File: src/core/shrp_pkg.sv
// Shared constants and types of the serial host register port.
package shrp_pkg;
    localparam int BYTE_W = 8;
    localparam int CNT_W = 3;
    localparam logic [CNT_W-1:0] CNT_LAST = 3'h7;
    localparam logic [CNT_W-1:0] CNT_ZERO = 3'h0;
    localparam int SYNC_W = 4;
    localparam int SYNC_CS = 0;
    localparam int SYNC_SCK = 1;
    localparam int SYNC_SDI = 2;
    localparam int SYNC_CLR = 3;
    localparam logic [3:0] HDR_TOP = 4'h4;
    localparam int HDR_HALF_BIT = 2;
    localparam int HDR_INTL_BIT = 3;
    localparam int HDR_CONST_BIT = 1;
    localparam int HDR_RUN_BIT = 0;
    localparam int ADR_READ_BIT = 7;
    localparam logic [6:0] FIFO_LO = 7'h00;
    localparam logic [6:0] FIFO_HI = 7'h1f;
    localparam logic [6:0] FIFO_ALT0 = 7'h6a;
    localparam logic [6:0] FIFO_ALT1 = 7'h7a;
    localparam logic [7:0] BYTE_ZERO = 8'h00;

    typedef enum logic [6:0] {
        S_HDR = 7'h01,
        S_ADR = 7'h02,
        S_WDAT = 7'h04,
        S_RSLOT = 7'h08,
        S_WRUN = 7'h10,
        S_CRD = 7'h20,
        S_IGN = 7'h40
    } shrp_seq_e;
endpackage : shrp_pkg

File: src/core/shrp_port.sv
// Serial host register port: strap, framing, header decode, register strobes, interrupt pin.
// Notes on behaviour
// - Chip select level during external clear picks serial port or frame bus control.
// - Falling chip select starts a new session awaiting a header.
// - Input sampled on rising shift clock; output changes on falling shift clock.
// - Data moves in eight-bit groups, most significant bit first, both lines.
// - First byte after chip select falls is a header choosing the sequence.
// - Header bit two selects the lower or upper address half.
// - Headers 40/44: alternating address and data, read data in following slot.
// - Headers 48/4C: read data returned during the next address byte.
// - Headers 41/45: single reads, then one write address and a write run.
// - Headers 49/4D: interleaved reads, then one write address and a write run.
// - Interrupt output low active by default, high active selectable, any time.
// - Constant address mode: FIFO addresses hit current position, pointer advances per byte.
// - With header bit zero set, a write address ends the read phase; later bytes write that address.
`timescale 1ns/100ps
module shrp_port
    import shrp_pkg::*;
(
    input wire logic core_clk_in,
    input wire logic reset_in,
    input wire logic clk_en_in,
    input wire logic external_clear_n_in,
    input wire logic cs_n_in,
    input wire logic shift_clk_in,
    input wire logic serial_in_line_in,
    output logic serial_out_line_out,
    output logic serial_out_line_oe_out,
    output logic host_port_sel_out,
    output logic [shrp_pkg::BYTE_W-1:0] reg_addr_out,
    output logic [shrp_pkg::BYTE_W-1:0] reg_wdata_out,
    output logic reg_wr_out,
    output logic reg_rd_out,
    input wire logic [shrp_pkg::BYTE_W-1:0] reg_rdata_in,
    output logic fifo_sel_out,
    output logic fifo_adv_out,
    input wire logic irq_req_in,
    input wire logic irq_active_high_in,
    output logic irq_out,
    output logic irq_oe_out
);
    import shrp_pkg::*;

    typedef struct packed {
        shrp_seq_e st;
        logic strap;
        logic cs_d;
        logic sck_d;
        logic [BYTE_W-1:0] rx;
        logic [CNT_W-1:0] cnt;
        logic [BYTE_W-1:0] hdr;
        logic [BYTE_W-1:0] adr;
        logic fifo;
        logic rd_pend;
        logic tx_pend;
        logic [BYTE_W-1:0] tx;
        logic sdo;
        logic oe;
        logic rd;
        logic wr;
        logic adv;
        logic [BYTE_W-1:0] wdata;
        logic irq;
        logic irq_oe;
    } shrp_state_s;

    localparam shrp_state_s RST = '{st: S_HDR, strap: 1'b1, cs_d: 1'b1, sck_d: 1'b0,
        rx: BYTE_ZERO, cnt: CNT_ZERO, hdr: BYTE_ZERO, adr: BYTE_ZERO, fifo: 1'b0,
        rd_pend: 1'b0, tx_pend: 1'b0, tx: BYTE_ZERO, sdo: 1'b0, oe: 1'b0, rd: 1'b0,
        wr: 1'b0, adv: 1'b0, wdata: BYTE_ZERO, irq: 1'b0, irq_oe: 1'b0};

    shrp_state_s q;
    shrp_state_s n;
    logic [SYNC_W-1:0] pins;
    logic cs_s;
    logic sck_s;
    logic sdi_s;
    logic clr_s;
    logic active;
    logic rise;
    logic fall;
    logic byte_done;
    logic [BYTE_W-1:0] b;

    function automatic logic hdr_ok(input logic [BYTE_W-1:0] h);
        logic [1:0] lo;
        lo = h[1:0];
        if (h[7:4] != HDR_TOP) begin
            return 1'b0;
        end
        if (h[HDR_INTL_BIT]) begin
            return lo != 2'h2 && lo != 2'h3;
        end
        return lo != 2'h2;
    endfunction : hdr_ok

    ////////////////////////////////////////////////////////////////////////////////
    shrp_sync #(
        .WIDTH(SYNC_W),
        .INIT(4'hd)
    ) u_sync (
        .core_clk_in(core_clk_in),
        .reset_in(reset_in),
        .clk_en_in(clk_en_in),
        .async_in({external_clear_n_in, serial_in_line_in, shift_clk_in, cs_n_in}),
        .sync_out(pins)
    );

    assign cs_s = pins[SYNC_CS];
    assign sck_s = pins[SYNC_SCK];
    assign sdi_s = pins[SYNC_SDI];
    assign clr_s = pins[SYNC_CLR];
    assign active = clr_s && q.strap && !cs_s;
    assign rise = !q.sck_d && sck_s;
    assign fall = q.sck_d && !sck_s;
    assign byte_done = active && rise && (q.cnt == CNT_LAST);
    assign b = {q.rx[BYTE_W-2:0], sdi_s};

    ////////////////////////////////////////////////////////////////////////////////
    always_comb begin
        n = q;
        n.rd = 1'b0;
        n.wr = 1'b0;
        n.adv = 1'b0;
        n.cs_d = cs_s;
        n.sck_d = sck_s;
        n.irq = irq_active_high_in ? irq_req_in : 1'b0;
        n.irq_oe = irq_active_high_in ? 1'b1 : irq_req_in;
        if (!clr_s) begin
            n.strap = cs_s;
            n.st = S_HDR;
            n.cnt = CNT_ZERO;
            n.oe = 1'b0;
            n.tx_pend = 1'b0;
            n.rd_pend = 1'b0;
        end else if (!q.strap || cs_s) begin
            n.st = S_HDR;
            n.cnt = CNT_ZERO;
            n.oe = 1'b0;
            n.sdo = 1'b0;
            n.tx_pend = 1'b0;
            n.rd_pend = 1'b0;
        end else begin
            if (q.cs_d) begin
                n.st = S_HDR;
                n.cnt = CNT_ZERO;
            end
            if (q.rd_pend) begin
                n.tx = reg_rdata_in;
                n.tx_pend = 1'b1;
                n.rd_pend = 1'b0;
            end
            if (fall) begin
                if (q.cnt != CNT_ZERO) begin
                    n.sdo = q.tx[BYTE_W-1];
                    n.tx = {q.tx[BYTE_W-2:0], 1'b0};
                end else if (q.tx_pend) begin
                    n.sdo = q.tx[BYTE_W-1];
                    n.tx = {q.tx[BYTE_W-2:0], 1'b0};
                    n.tx_pend = 1'b0;
                    n.oe = 1'b1;
                end else begin
                    n.oe = 1'b0;
                    n.sdo = 1'b0;
                end
            end
            if (rise) begin
                n.rx = b;
                n.cnt = q.cnt + 3'h1;
            end
            if (byte_done) begin
                case (q.st)
                    S_HDR: begin
                        n.hdr = b;
                        n.st = hdr_ok(b) ? S_ADR : S_IGN;
                    end
                    S_ADR: begin
                        n.adr = {q.hdr[HDR_HALF_BIT], b[BYTE_W-2:0]};
                        n.fifo = q.hdr[HDR_CONST_BIT] && q.hdr[HDR_RUN_BIT]
                            && ((b[BYTE_W-2:0] >= FIFO_LO && b[BYTE_W-2:0] <= FIFO_HI)
                            || b[BYTE_W-2:0] == FIFO_ALT0 || b[BYTE_W-2:0] == FIFO_ALT1);
                        if (b[ADR_READ_BIT]) begin
                            n.rd = 1'b1;
                            n.rd_pend = 1'b1;
                            if (q.hdr[HDR_CONST_BIT]) begin
                                n.st = S_CRD;
                            end else if (q.hdr[HDR_INTL_BIT]) begin
                                n.st = S_ADR;
                            end else begin
                                n.st = S_RSLOT;
                            end
                        end else if (q.hdr[HDR_RUN_BIT]) begin
                            n.st = S_WRUN;
                        end else begin
                            n.st = S_WDAT;
                        end
                    end
                    S_RSLOT: begin
                        n.st = S_ADR;
                    end
                    S_WDAT: begin
                        n.wr = 1'b1;
                        n.wdata = b;
                        n.st = S_ADR;
                    end
                    S_WRUN: begin
                        n.wr = 1'b1;
                        n.wdata = b;
                        n.adv = q.fifo;
                    end
                    S_CRD: begin
                        n.adv = q.fifo;
                        n.rd = 1'b1;
                        n.rd_pend = 1'b1;
                    end
                    S_IGN: begin
                        n.st = S_IGN;
                    end
                    default: begin
                        n.st = S_HDR;
                    end
                endcase
            end
        end
    end
    always_ff @(posedge core_clk_in) begin
        if (reset_in) begin
            q <= RST;
        end else if (clk_en_in) begin
            q <= n;
        end
    end
    // Every output is a flop; read data is taken in the cycle reg_rd_out is high.
    assign serial_out_line_out = q.sdo;
    assign serial_out_line_oe_out = q.oe;
    assign host_port_sel_out = q.strap;
    assign reg_addr_out = q.adr;
    assign reg_wdata_out = q.wdata;
    assign reg_wr_out = q.wr;
    assign reg_rd_out = q.rd;
    assign fifo_sel_out = q.fifo;
    assign fifo_adv_out = q.adv;
    assign irq_out = q.irq;
    assign irq_oe_out = q.irq_oe;
    ////////////////////////////////////////////////////////////////////////////////
    chk_strap_sample: assert property (@(posedge core_clk_in) disable iff (reset_in)
        clk_en_in && !clr_s |=> host_port_sel_out == $past(cs_s))
        else $error("strap not sampled from chip select");
    chk_cs_fall_start: assert property (@(posedge core_clk_in) disable iff (reset_in)
        clk_en_in && clr_s && q.strap && q.cs_d && !cs_s |=> q.st == S_HDR && q.cnt == CNT_ZERO)
        else $error("session did not start at header");
    chk_rise_sample: assert property (@(posedge core_clk_in) disable iff (reset_in)
        clk_en_in && active && !q.cs_d && rise |=> q.rx == {$past(q.rx[6:0]), $past(sdi_s)})
        else $error("input bit not shifted in on rising edge");
    chk_out_stable: assert property (@(posedge core_clk_in) disable iff (reset_in)
        clk_en_in && active && !fall |=> $stable(serial_out_line_out))
        else $error("output changed outside falling edge");
    chk_cs_rise_end: assert property (@(posedge core_clk_in) disable iff (reset_in)
        clk_en_in && clr_s && q.strap && cs_s |=> q.st == S_HDR && q.cnt == CNT_ZERO
        && !serial_out_line_oe_out)
        else $error("sequence not ended by chip select high");
    chk_half_addr: assert property (@(posedge core_clk_in) disable iff (reset_in)
        reg_rd_out || reg_wr_out |-> reg_addr_out[BYTE_W-1] == q.hdr[HDR_HALF_BIT])
        else $error("address half differs from header");
    chk_rslot_follow: assert property (@(posedge core_clk_in) disable iff (reset_in)
        clk_en_in && byte_done && q.st == S_ADR && b[ADR_READ_BIT] && q.hdr == 8'h40
        |=> q.st == S_RSLOT ##1 q.tx_pend)
        else $error("non-interleaved read slot not prepared");
    chk_run_write: assert property (@(posedge core_clk_in) disable iff (reset_in)
        clk_en_in && byte_done && q.st == S_WRUN |=> reg_wr_out && reg_wdata_out == $past(b))
        else $error("write run byte not written");
    chk_irq_low: assert property (@(posedge core_clk_in) disable iff (reset_in)
        clk_en_in && !irq_active_high_in |=> !irq_out && irq_oe_out == $past(irq_req_in))
        else $error("low active interrupt drive wrong");
endmodule : shrp_port

File: src/core/shrp_sync.sv
// Three-stage input synchroniser with agreement filter, one lane per bit.
`timescale 1ns/100ps
module shrp_sync #(
    parameter int WIDTH = 4,
    parameter logic [WIDTH-1:0] INIT = '1
) (
    input wire logic core_clk_in,
    input wire logic reset_in,
    input wire logic clk_en_in,
    input wire logic [WIDTH-1:0] async_in,
    output logic [WIDTH-1:0] sync_out
);
    if (WIDTH < 1) begin : g_bad_width
        $error("shrp_sync: WIDTH must be at least one");
    end

    genvar i;
    generate
        for (i = 0; i < WIDTH; i++) begin : g_lane
            logic s1_q;
            logic s2_q;
            logic s3_q;
            logic f_q;
            always_ff @(posedge core_clk_in) begin
                if (reset_in) begin
                    s1_q <= INIT[i];
                    s2_q <= INIT[i];
                    s3_q <= INIT[i];
                    f_q <= INIT[i];
                end else if (clk_en_in) begin
                    s1_q <= async_in[i];
                    s2_q <= s1_q;
                    s3_q <= s2_q;
                    // A change counts only once stages two and three agree.
                    if (s2_q == s3_q) begin
                        f_q <= s3_q;
                    end
                end
            end
            assign sync_out[i] = f_q;
        end
    endgenerate
endmodule : shrp_sync
File: config.mk
export PLATFORM = sky130hd
export DESIGN_NAME = shrp_port
export DESIGN_NICKNAME = d
export VERILOG_FILES = /design/src/core/shrp_pkg.sv /design/src/core/shrp_port.sv /design/src/core/shrp_sync.sv
export SDC_FILE = /design/constraint.sdc
export NUM_CORES = 1
export LEC_CHECK = 0
export BUFFER_PORTS_ARGS = -buffer_cell sky130_fd_sc_hd__buf_2
export CORE_ASPECT_RATIO = 1.2
export CORE_MARGIN = 1
export CORE_UTILIZATION = 50
export DETAILED_ROUTE_END_ITERATION = 10
export MAX_ROUTING_LAYER = met4
export PLACE_DENSITY = 0.7
export SLEW_MARGIN = 15
export SYNTH_ARGS = -nofsm -noshare
export SYNTH_HDL_FRONTEND = slang
export SYNTH_SLANG_ARGS = --single-unit
File: constraint.sdc
create_clock -name core_clk_in -period 2.7 [get_ports core_clk_in]
set_input_delay 0.135 -clock core_clk_in [delete_from_list [all_inputs] [get_ports core_clk_in]]
set_output_delay 0.135 -clock core_clk_in [all_outputs]
set_load 0.005 [all_outputs]
==> flow_metrics.py, run 1 <==
metrics = {
    "detailed_routing": {
        "drt-pass1-iter-count": 7,
        "drt.antenna.violating_nets": 0,
        "drt_iter0_drc": 105,
        "wl_per_cell_um": 13.5,
        "vias_per_cell": 5.40,
        "vias": 2831,
        "drc_errors": 1,
        "drt-total-wl_um": 7080,
    },
    "critical_path": {
        "cp-start-kind": "flop",
        "required_ps": 2950,
        "worstPathArrival_ps": 2450,
        "path_class": "flop to flop",
        "path_max_fanout": 9,
        "cp-end-kind": "flop",
    },
    "power_and_ir_drop": {
        "switching_share_pct": 22.9,
        "powerDensity_nw_per_um2": 542,
        "switchingPower_uw": 456,
        "vdd_ir_drop_max_mv": 0.315,
        "p_int_uw": 1540,
        "p_clk_share_pct": 41.6,
        "leakage_uw": 0.00152,
        "power_frac_seq_pct": 54.7,
        "power_frac_comb_pct": 3.7,
    },
    "timing": {
        "worst_pin_slew_ps": 638,
        "finClkSkew_ps": 9.38,
        "hold_violations": 0,
        "period_minus_slack_ps": 2200,
        "finalSetupViolations": 0,
        "fmax_mhz": 455,
        "timing.slew.headroom_pct": 57.3,
        "hold_ws_ps": 53.4,
        "fin_setup_tns_ps": 0,
        "fin_ws_ps": 501,
        "rsz0062_at_grt": "false",
        "post-route-period-util_pct": 81.5,
        "maxSlewViolCount": 0,
    },
    "yosys": {
        "synth_cells": 412,
        "yosys_warnings": 0,
        "yosys_register_bits": 73,
        "async_reset_ff_share_pct": 0,
        "syn_area_um2": 3310,
        "syn_area_per_cell_um2": 8.04,
        "synth_edf_count": 0,
        "ys_seq_area_share_pct": 44.1,
        "synthFlopType": "dfxtp_1",
        "syn_nets": 432,
        "synth.area.top_cells": "dfxtp_1, nand2_1, mux2i_1",
        "synth.top_cell.area_share_pct": 44.1,
        "synth_commonest_cells": "dfxtp_1, nand2_1, nor2_1",
        "yosysMostFrequentCell": "dfxtp_1",
        "synth_top_area_cell": "dfxtp_1",
        "ys_types": 43,
    },
    "grt": {
        "grt_pass1_wl_um": 12000,
        "grt_overflow": 0,
        "antenna_found_initial": 0,
        "grt_usage_pct": 22.3,
        "grt_start_max_net_pins": 31,
        "first_global_vias": 2667,
    },
    "cts": {
        "cts_buffer_depth": 2,
        "cts_resized": 0,
        "cts_made_buffers": 9,
        "htreeDepth": 3,
        "cts_sinks": 73,
        "postCtsSetupBuffers": 0,
        "clk_pin_slew_ps": 80,
        "holdBufCountCts": 3,
        "cts_root_buf": "clkbuf_8",
        "tritoncts": "done",
        "clkLatencyLatePin_ps": 350,
    },
    "cells_and_area": {
        "final_util_pct": 57.4,
        "stdcell_area_um2": 3680,
        "area_growth_pct": 11.1,
        "diodes": 0,
        "layout.nets": 454,
        "drive_above_1_share_pct": 15.5,
        "fill_cells": 605,
    },
    "floorplan": {
        "io_pins": 42,
        "die_height_um": 91.1,
        "start_util_pct": 51.7,
        "chipWidth_um": 76.3,
        "row_count": 32,
        "core_um2": 6410,
        "dieArea_um2": 6950,
    },
    "hold_path": {
        "hold_class": "primary input to flop",
    },
    "outcome": {
        "status": "complete, but fails checks",
        "violations": "DRC",
    },
    "placed_design": {
        "place_area_um2": 3450,
        "gp_congestion": 0.894,
        "io_buffers": 41,
        "dp.final_hpwl_um": 4900,
        "pre_cts_ws_ps": 565,
    },
    "job": {
        "maxCapViolations": 0,
    },
}
## power by group through the flow
stage	Clock (uW)	Combinational, uW	Sequential [uW]
global placement	0	69.2	1120
global route	891	81.8	1090
CTS	851	73.9	1090
floorplan	0	45.4	1110
detailed placement	0	70.3	1120
finish	830	73.0	1090
## worst max-delay path, cell delays in order (launching register included)
cell	delay [ps]
dfxtp_1	420
or4_4	520
nor3_1	420
o21ai_0	140
a21oi_1	410
nand2_1	110
o31ai_1	90
## sequential cells by signal, summed over array words and instances (netlist names)
register / count
q: 26
reg_addr_out: 8
reg_wdata_out: 8
b: 7
u_sync.g_lane.f_q: 4
u_sync.g_lane.s1_q: 4
u_sync.g_lane.s2_q: 4
u_sync.g_lane.s3_q: 4
fifo_adv_out: 1
fifo_sel_out: 1
host_port_sel_out: 1
irq_oe_out: 1
irq_out: 1
reg_wr_out: 1
serial_out_line_oe_out: 1
serial_out_line_out: 1
## cell type report
class	instances	area (um^2)	share of cell area, %
Multi-Input combinational cell	283	1570	42.7
Timing Repair Buffer	50	280	7.62
Inverter	17	63.8	1.74
Tap cell	85	106	2.89
Clock inverter	7	71.3	1.94
Clock buffer	9	124	3.37
Sequential cell	73	1460	39.7
## metrics by stage
stage	std cells	total power, uW
floorplan	412	1160
CTS	524	2020
global placement	505	1180
finish	524	1990
global route	524	2060
detailed placement	505	1190
## worst paths after layout
check / from / to / slack (ps) / depth (start not counted)
setup / recovery: q[58] / q[58] / 500 / 6
hold / removal: shift_clk_in / u_sync.g_lane[1].s1_q / 50 / 3
setup reg to reg: q[58] / q[58] / 500 / 6
hold reg to reg: reg_addr_out[4] / reg_addr_out[4] / 450 / 2
## kinds of logic (layout without fill, tap and decap cells)
family | after synthesis | after routing | share of synthesized area [%]
xor+xnor | 3 | 3 | 0.794
simple gates | 167 | 167 | 23.3
compound gates | 88 | 88 | 15.5
mux | 22 | 22 | 6.65
fa+ha+maj | 3 | 3 | 1.13
flops | 73 | 73 | 44.1
buf+inv | 56 | 83 | 8.43
## cell usage in the layout (no fill, tap or decap), types with 2 or more instances in the layout
| cell | n |
|---|---|
| dfxtp_1 | 73 |
| nand2_1 | 59 |
| nor2_1 | 50 |
| a21oi_1 | 41 |
| buf_2 | 41 |
| nand3_1 | 22 |
| mux2i_1 | 22 |
| inv_1 | 17 |
| o21ai_0 | 14 |
| clkbuf_8 | 9 |
| o22ai_1 | 8 |
| nand2b_1 | 7 |
| a31oi_1 | 7 |
| buf_4 | 6 |
| nor2b_1 | 4 |
| nor3_1 | 4 |
| and2_1 | 4 |
| a211oi_1 | 4 |
| nand3b_1 | 3 |
| nor4b_1 | 3 |
| a22oi_1 | 3 |
| ha_1 | 3 |
| clkinvlp_4 | 3 |
| dlygate4sd3_1 | 3 |
| nor4_1 | 2 |
| or4_4 | 2 |
| xnor2_1 | 2 |
| o21ai_1 | 2 |
| a21o_1 | 2 |
| nand4_1 | 2 |
| clkinv_2 | 2 |
## layer usage
| metal | up-vias | global-route usage (%) | routed length (um) |
|---|---|---|---|
| li1 | 1437 | - | - |
| met4 | 0 | 11.7 | 183 |
| met3 | 17 | 3.72 | 230 |
| met1 | 1317 | 25.0 | 3240 |
| met2 | 60 | 37.9 | 3430 |
| met5 | - | - | 0 |
(Power assumes the default switching activity.)
==> run 2: changes to the inputs <==
==> constraint.sdc (replaced) <==
create_clock -name core_clk_in -period 2.25 [get_ports core_clk_in]
set_input_delay 0.1125 -clock core_clk_in [delete_from_list [all_inputs] [get_ports core_clk_in]]
set_output_delay 0.1125 -clock core_clk_in [all_outputs]
set_load 0.005 [all_outputs]
==> run 2 against run 1 <==
The run now ends clean. Sequential power up 20%. Sequential share of layout area decreased by 1.2 points. Clock skew decreased by 2.6 ps. Total power grew 32%. Non-clock buffer count rose by 8. Final cell count increased by 1.5%. Die area did not move. Global-route usage is essentially flat. Via count is 0.95% higher. First-iteration DRC count rose by 35%. Critical endpoint is now q[59]. Largest power group unchanged.
==> flow_metrics.py, run 2 (synthesized netlist as in run 1, its figures left out) <==
metrics = {
    "timing": {
        "rsz0062_at_grt": "false",
        "period_minus_slack_ps": 2120,
        "timing.slew.headroom_pct": 60.9,
        "finClkSkew_ps": 6.74,
        "hold_violations": 0,
        "fin_setup_tns_ps": 0,
        "maxSlewViolCount": 0,
        "post-route-period-util_pct": 94.1,
        "fmax_mhz": 472,
        "finalSetupViolations": 0,
        "worst_pin_slew_ps": 587,
    },
    "floorplan": {
        "core_um2": 6410,
        "io_pins": 42,
        "row_count": 32,
        "die_height_um": 91.1,
        "chipWidth_um": 76.3,
        "start_util_pct": 51.7,
        "dieArea_um2": 6950,
    },
    "cts": {
        "clk_pin_slew_ps": 80,
        "clkLatencyLatePin_ps": 350,
        "htreeDepth": 3,
        "cts_made_buffers": 9,
        "cts_root_buf": "clkbuf_8",
        "tritoncts": "done",
        "cts_buffer_depth": 2,
        "postCtsSetupBuffers": 0,
        "cts_sinks": 73,
    },
    "cells_and_area": {
        "largest_reg_flops": 26,
        "layout_common_cells": "dfxtp_1, nand2_1, nor2_1",
        "area_growth_pct": 14.6,
        "diodes": 0,
        "final_common_cell": "dfxtp_1",
        "drive_above_1_share_pct": 17.0,
        "top_register": "q",
        "layout.nets": 462,
    },
    "grt": {
        "grt_start_max_net_pins": 58,
        "antenna_found_initial": 0,
        "grt_overflow": 0,
        "grt_pass1_wl_um": 12000,
        "first_global_vias": 2638,
        "grt_usage_pct": 22.3,
    },
    "critical_path": {
        "slowest_delay_ps": 540,
        "path_max_fanout": 8,
        "cp-start-kind": "flop",
        "path_common_cell": "or4_4",
        "cp-end-kind": "flop",
        "crit_path_top_delay_cell": "or4_4",
        "worstPathArrival_ps": 2370,
        "rrSetupSlack_ps": 130,
        "required_ps": 2500,
        "path_class": "flop to flop",
        "crit_chain": "or4_4 -> or4_4 -> nand2_1 -> nor3_1 -> or3_4 -> o41ai_2",
    },
    "hold_path": {
        "hold_class": "primary input to flop",
    },
    "detailed_routing": {
        "drt.antenna.violating_nets": 0,
        "vias_per_cell": 5.37,
        "drt-pass1-iter-count": 4,
        "drc_errors": 0,
        "drt-total-wl_um": 7080,
        "wl_per_cell_um": 13.3,
        "drt_iter0_drc": 142,
        "vias": 2858,
    },
    "power_and_ir_drop": {
        "leakage_uw": 0.00158,
        "p_total_uw": 2640,
        "vdd_ir_drop_max_mv": 0.511,
        "powerDensity_nw_per_um2": 695,
    },
    "placed_design": {
        "dp.final_hpwl_um": 4760,
        "gp_congestion": 0.859,
        "io_buffers": 41,
    },
    "outcome": {
        "status": "complete, no violations",
    },
    "job": {
        "maxCapViolations": 0,
    },
}
-- run 2: cell count changes in the layout (fill, tap and decap cells not counted), sizes merged --
cell	delta
buf	+7
bufinv	+2
clkbuf	+2
clkinv	-2
clkinvlp	-2
dlygate4sd3	+1
-- run 2: per-stage QoR --
| stage | cells | util, % | setup WS (ps) | hold slack [ps] | area, um^2 |
|---|---|---|---|---|---|
| final | 532 | 59.2 | 133 | 42.4 | 3790 |
| after global routing | 532 | 59.2 | 27.8 | 56.1 | 3790 |
| after CTS | 532 | 59.1 | 93.1 | 27.6 | 3790 |
| after detailed placement | 512 | 54.7 | 108 | 336 | 3500 |
| after global placement | 512 | 54.7 | 155 | 332 | 3500 |
| after floorplan | 412 | - | 204 | 241 | 3310 |
-- run 2: worst max-delay path: cells and delay by family, from the launching register on --
kind            cells  cell delay [ps]
compound gates      1              200
simple gates        5             1470
flops               1              350
-- run 2: where the power goes --
part           switching [uW]  total, uW  leakage [uW]  internal, uW
Combinational            52.9       89.0      0.000875          36.0
Clock                     475       1240      0.000120           765
Sequential               6.71       1310      0.000590          1300
-- run 2: worst paths after layout --
| path | from | end | depth (start not counted) |
|---|---|---|---|
| worst max register to register | q[56] | q[59] | 6 |
| worst min register to register | reg_addr_out[6] | reg_addr_out[6] | 2 |
| worst max-delay path | q[56] | q[59] | 6 |
| worst min-delay path | irq_active_high_in | irq_out | 3 |
-- run 2: repair_timing --
action                                  4_1_cts  5_1_grt
hold endpoints to repair                      4        0
gates resized for setup                       0        2
hold buffers                                  4        0
endpoints found under the setup margin        0        1
-- run 2: layout make-up --
| class | count | area [um^2] |
|---|---|---|
| clock buffers | 11 | 141 |
| clock inverters | 5 | 103 |
| fillers | 617 | 2610 |
| inverters | 17 | 63.8 |
| multi-input cells | 283 | 1580 |
| flip-flops and latches | 73 | 1460 |
| well taps | 85 | 106 |
| repair buffers | 58 | 343 |
-- run 2: routing by layer --
layer	GRT usage, %	wire length, um	share of wire [%]	vias up
li1	-	-	-	1456
met2	36.3	3340	47	70
met1	26.0	3340	47	1317
met3	4.12	255	3.6	15
met5	-	0	0	-
met4	11.7	136	1.9	0
==> run 3: changes to the inputs <==
--- a/config.mk
+++ b/config.mk
@@ -6,12 +6,14 @@
 export NUM_CORES = 1
 export LEC_CHECK = 0
 export BUFFER_PORTS_ARGS = -buffer_cell sky130_fd_sc_hd__buf_2
+export CAP_MARGIN = 15
 export CORE_ASPECT_RATIO = 1.2
 export CORE_MARGIN = 1
 export CORE_UTILIZATION = 50
 export DETAILED_ROUTE_END_ITERATION = 10
 export MAX_ROUTING_LAYER = met4
 export PLACE_DENSITY = 0.7
+export RECOVER_POWER = 50
 export SLEW_MARGIN = 15
 export SYNTH_ARGS = -nofsm -noshare
 export SYNTH_HDL_FRONTEND = slang
==> run 3 against run 2 <==
Utilization is 0.27 points lower. Non-clock buffer count did not move. Register-to-register slack about the same. Critical path type unchanged. Global-route usage unchanged. Via count fell by 0.17%. Routed wire length about the same. Sequential share of layout area up 0.18 points. First-iteration DRC count decreased by 16%.
==> flow_metrics.py, run 3 (synthesized netlist as in run 1, its figures left out) <==
metrics = {
    "cells_and_area": {
        "layout.nets": 462,
        "layout_common_cells": "dfxtp_1, nand2_1, nor2_1",
        "largest_reg_flops": 26,
        "area_growth_pct": 14.1,
        "diodes": 0,
        "stdcell_count": 532,
        "top_register": "q",
        "fill_cells": 625,
        "drive_above_1_share_pct": 14.8,
        "final_common_cell": "dfxtp_1",
        "stdcell_area_um2": 3780,
    },
    "power_and_ir_drop": {
        "leakage_uw": 0.00154,
        "powerDensity_nw_per_um2": 699,
        "vdd_ir_drop_max_mv": 0.508,
        "p_total_uw": 2640,
    },
    "timing": {
        "timing.slew.headroom_pct": 20.0,
        "hold_violations": 0,
        "maxSlewViolCount": 0,
        "finClkSkew_ps": 7.31,
        "worst_pin_slew_ps": 1200,
        "fin_setup_tns_ps": 0,
        "hold_ws_ps": 38.5,
        "finalSetupViolations": 0,
        "fmax_mhz": 472,
        "period_minus_slack_ps": 2120,
        "rsz0062_at_grt": "false",
        "post-route-period-util_pct": 94.1,
    },
    "floorplan": {
        "dieArea_um2": 6950,
        "die_height_um": 91.1,
        "core_um2": 6410,
        "start_util_pct": 51.7,
        "chipWidth_um": 76.3,
        "io_pins": 42,
        "row_count": 32,
    },
    "critical_path": {
        "path_max_fanout": 8,
        "path_class": "flop to flop",
        "cp-start-kind": "flop",
        "worstPathArrival_ps": 2370,
        "required_ps": 2510,
        "cp-end-kind": "flop",
    },
    "grt": {
        "first_global_vias": 2638,
        "grt_usage_pct": 22.3,
        "antenna_found_initial": 0,
        "grt_start_max_net_pins": 58,
        "grt_pass1_wl_um": 12000,
        "grt_overflow": 0,
    },
    "outcome": {
        "status": "complete, no violations",
    },
    "detailed_routing": {
        "drt.antenna.violating_nets": 0,
        "wl_per_cell_um": 13.3,
        "vias": 2853,
        "drc_errors": 0,
        "drt-total-wl_um": 7070,
        "drt-pass1-iter-count": 5,
        "vias_per_cell": 5.36,
        "drt_iter0_drc": 119,
    },
    "placed_design": {
        "gp_congestion": 0.859,
        "placedCellCount": 512,
        "io_buffers": 41,
        "dp.final_hpwl_um": 4760,
        "place_area_um2": 3500,
    },
    "hold_path": {
        "hold_class": "primary input to flop",
    },
    "job": {
        "maxCapViolations": 0,
    },
    "cts": {
        "postCtsSetupBuffers": 0,
        "cts_buffer_depth": 2,
        "clkLatencyLatePin_ps": 350,
        "cts_root_buf": "clkbuf_8",
        "cts_made_buffers": 9,
        "clk_pin_slew_ps": 80,
        "cts_sinks": 73,
        "htreeDepth": 3,
        "tritoncts": "done",
    },
}
[run 3: changes by cell type in the layout (fill, tap and decap cells not counted), sizes merged]
cell / previous run / this run
buf: 54 / 44
clkbuf: 11 / 21
[run 3: through the flow]
stage,util [%],setup WS [ps]
final,59.0,133
after global routing,59.0,27.8
after CTS,59.1,93.1
after detailed placement,54.7,108
after global placement,54.7,155
after floorplan,-,204
[run 3: cell type report]
type	instances	area, um^2	share of cell area [%]
timing repair buffer	58	325	8.61
multi-input combinational	283	1580	41.7
sequential	73	1460	38.7
tap	85	106	2.82
inverter	17	63.8	1.69
clock inverter	5	103	2.72
clock buffer	11	141	3.74
[run 3: power by group]
part / switching (uW) / internal (uW) / leakage, uW
Sequential: 6.80 / 1300 / 0.000590
Clock: 478 / 765 / 0.000120
Combinational: 52.6 / 34.7 / 0.000833
Total: 537 / 2100 / 0.00154
[run 3: routing by layer]
| metal | vias to the layer above | part of all wire, % | track usage (%) |
|---|---|---|---|
| met5 | - | 0 | - |
| met4 | 0 | 2.3 | 11.7 |
| met3 | 18 | 3.4 | 4.12 |
| met2 | 70 | 47 | 36.3 |
| met1 | 1309 | 47 | 26.0 |
| li1 | 1456 | - | - |
[run 3: timing repair]
| item | 4_1_cts | 5_1_grt |
|---|---|---|
| endpoints found under the hold margin | 4 | 0 |
| gates resized for setup | 0 | 2 |
| hold buffers | 4 | 0 |
| setup endpoints to repair | 0 | 1 |
[run 3: final timing paths]
check / from / end / slack [ps] / cells after the start
worst max-delay path: q[56] / q[59] / 130 / 6
worst min-delay path: irq_active_high_in / irq_out / 40 / 3
worst max register to register: q[56] / q[59] / 130 / 6
worst min register to register: reg_addr_out[5] / reg_addr_out[5] / 450 / 2
[run 3: worst max-delay path, stage by stage, from the launching register on]
cell and delay, ps:
dfxtp_2 350, or4_4 540, or4_4 430, nand2_1 80, nor3_1 60, or3_4 360
o41ai_2 200
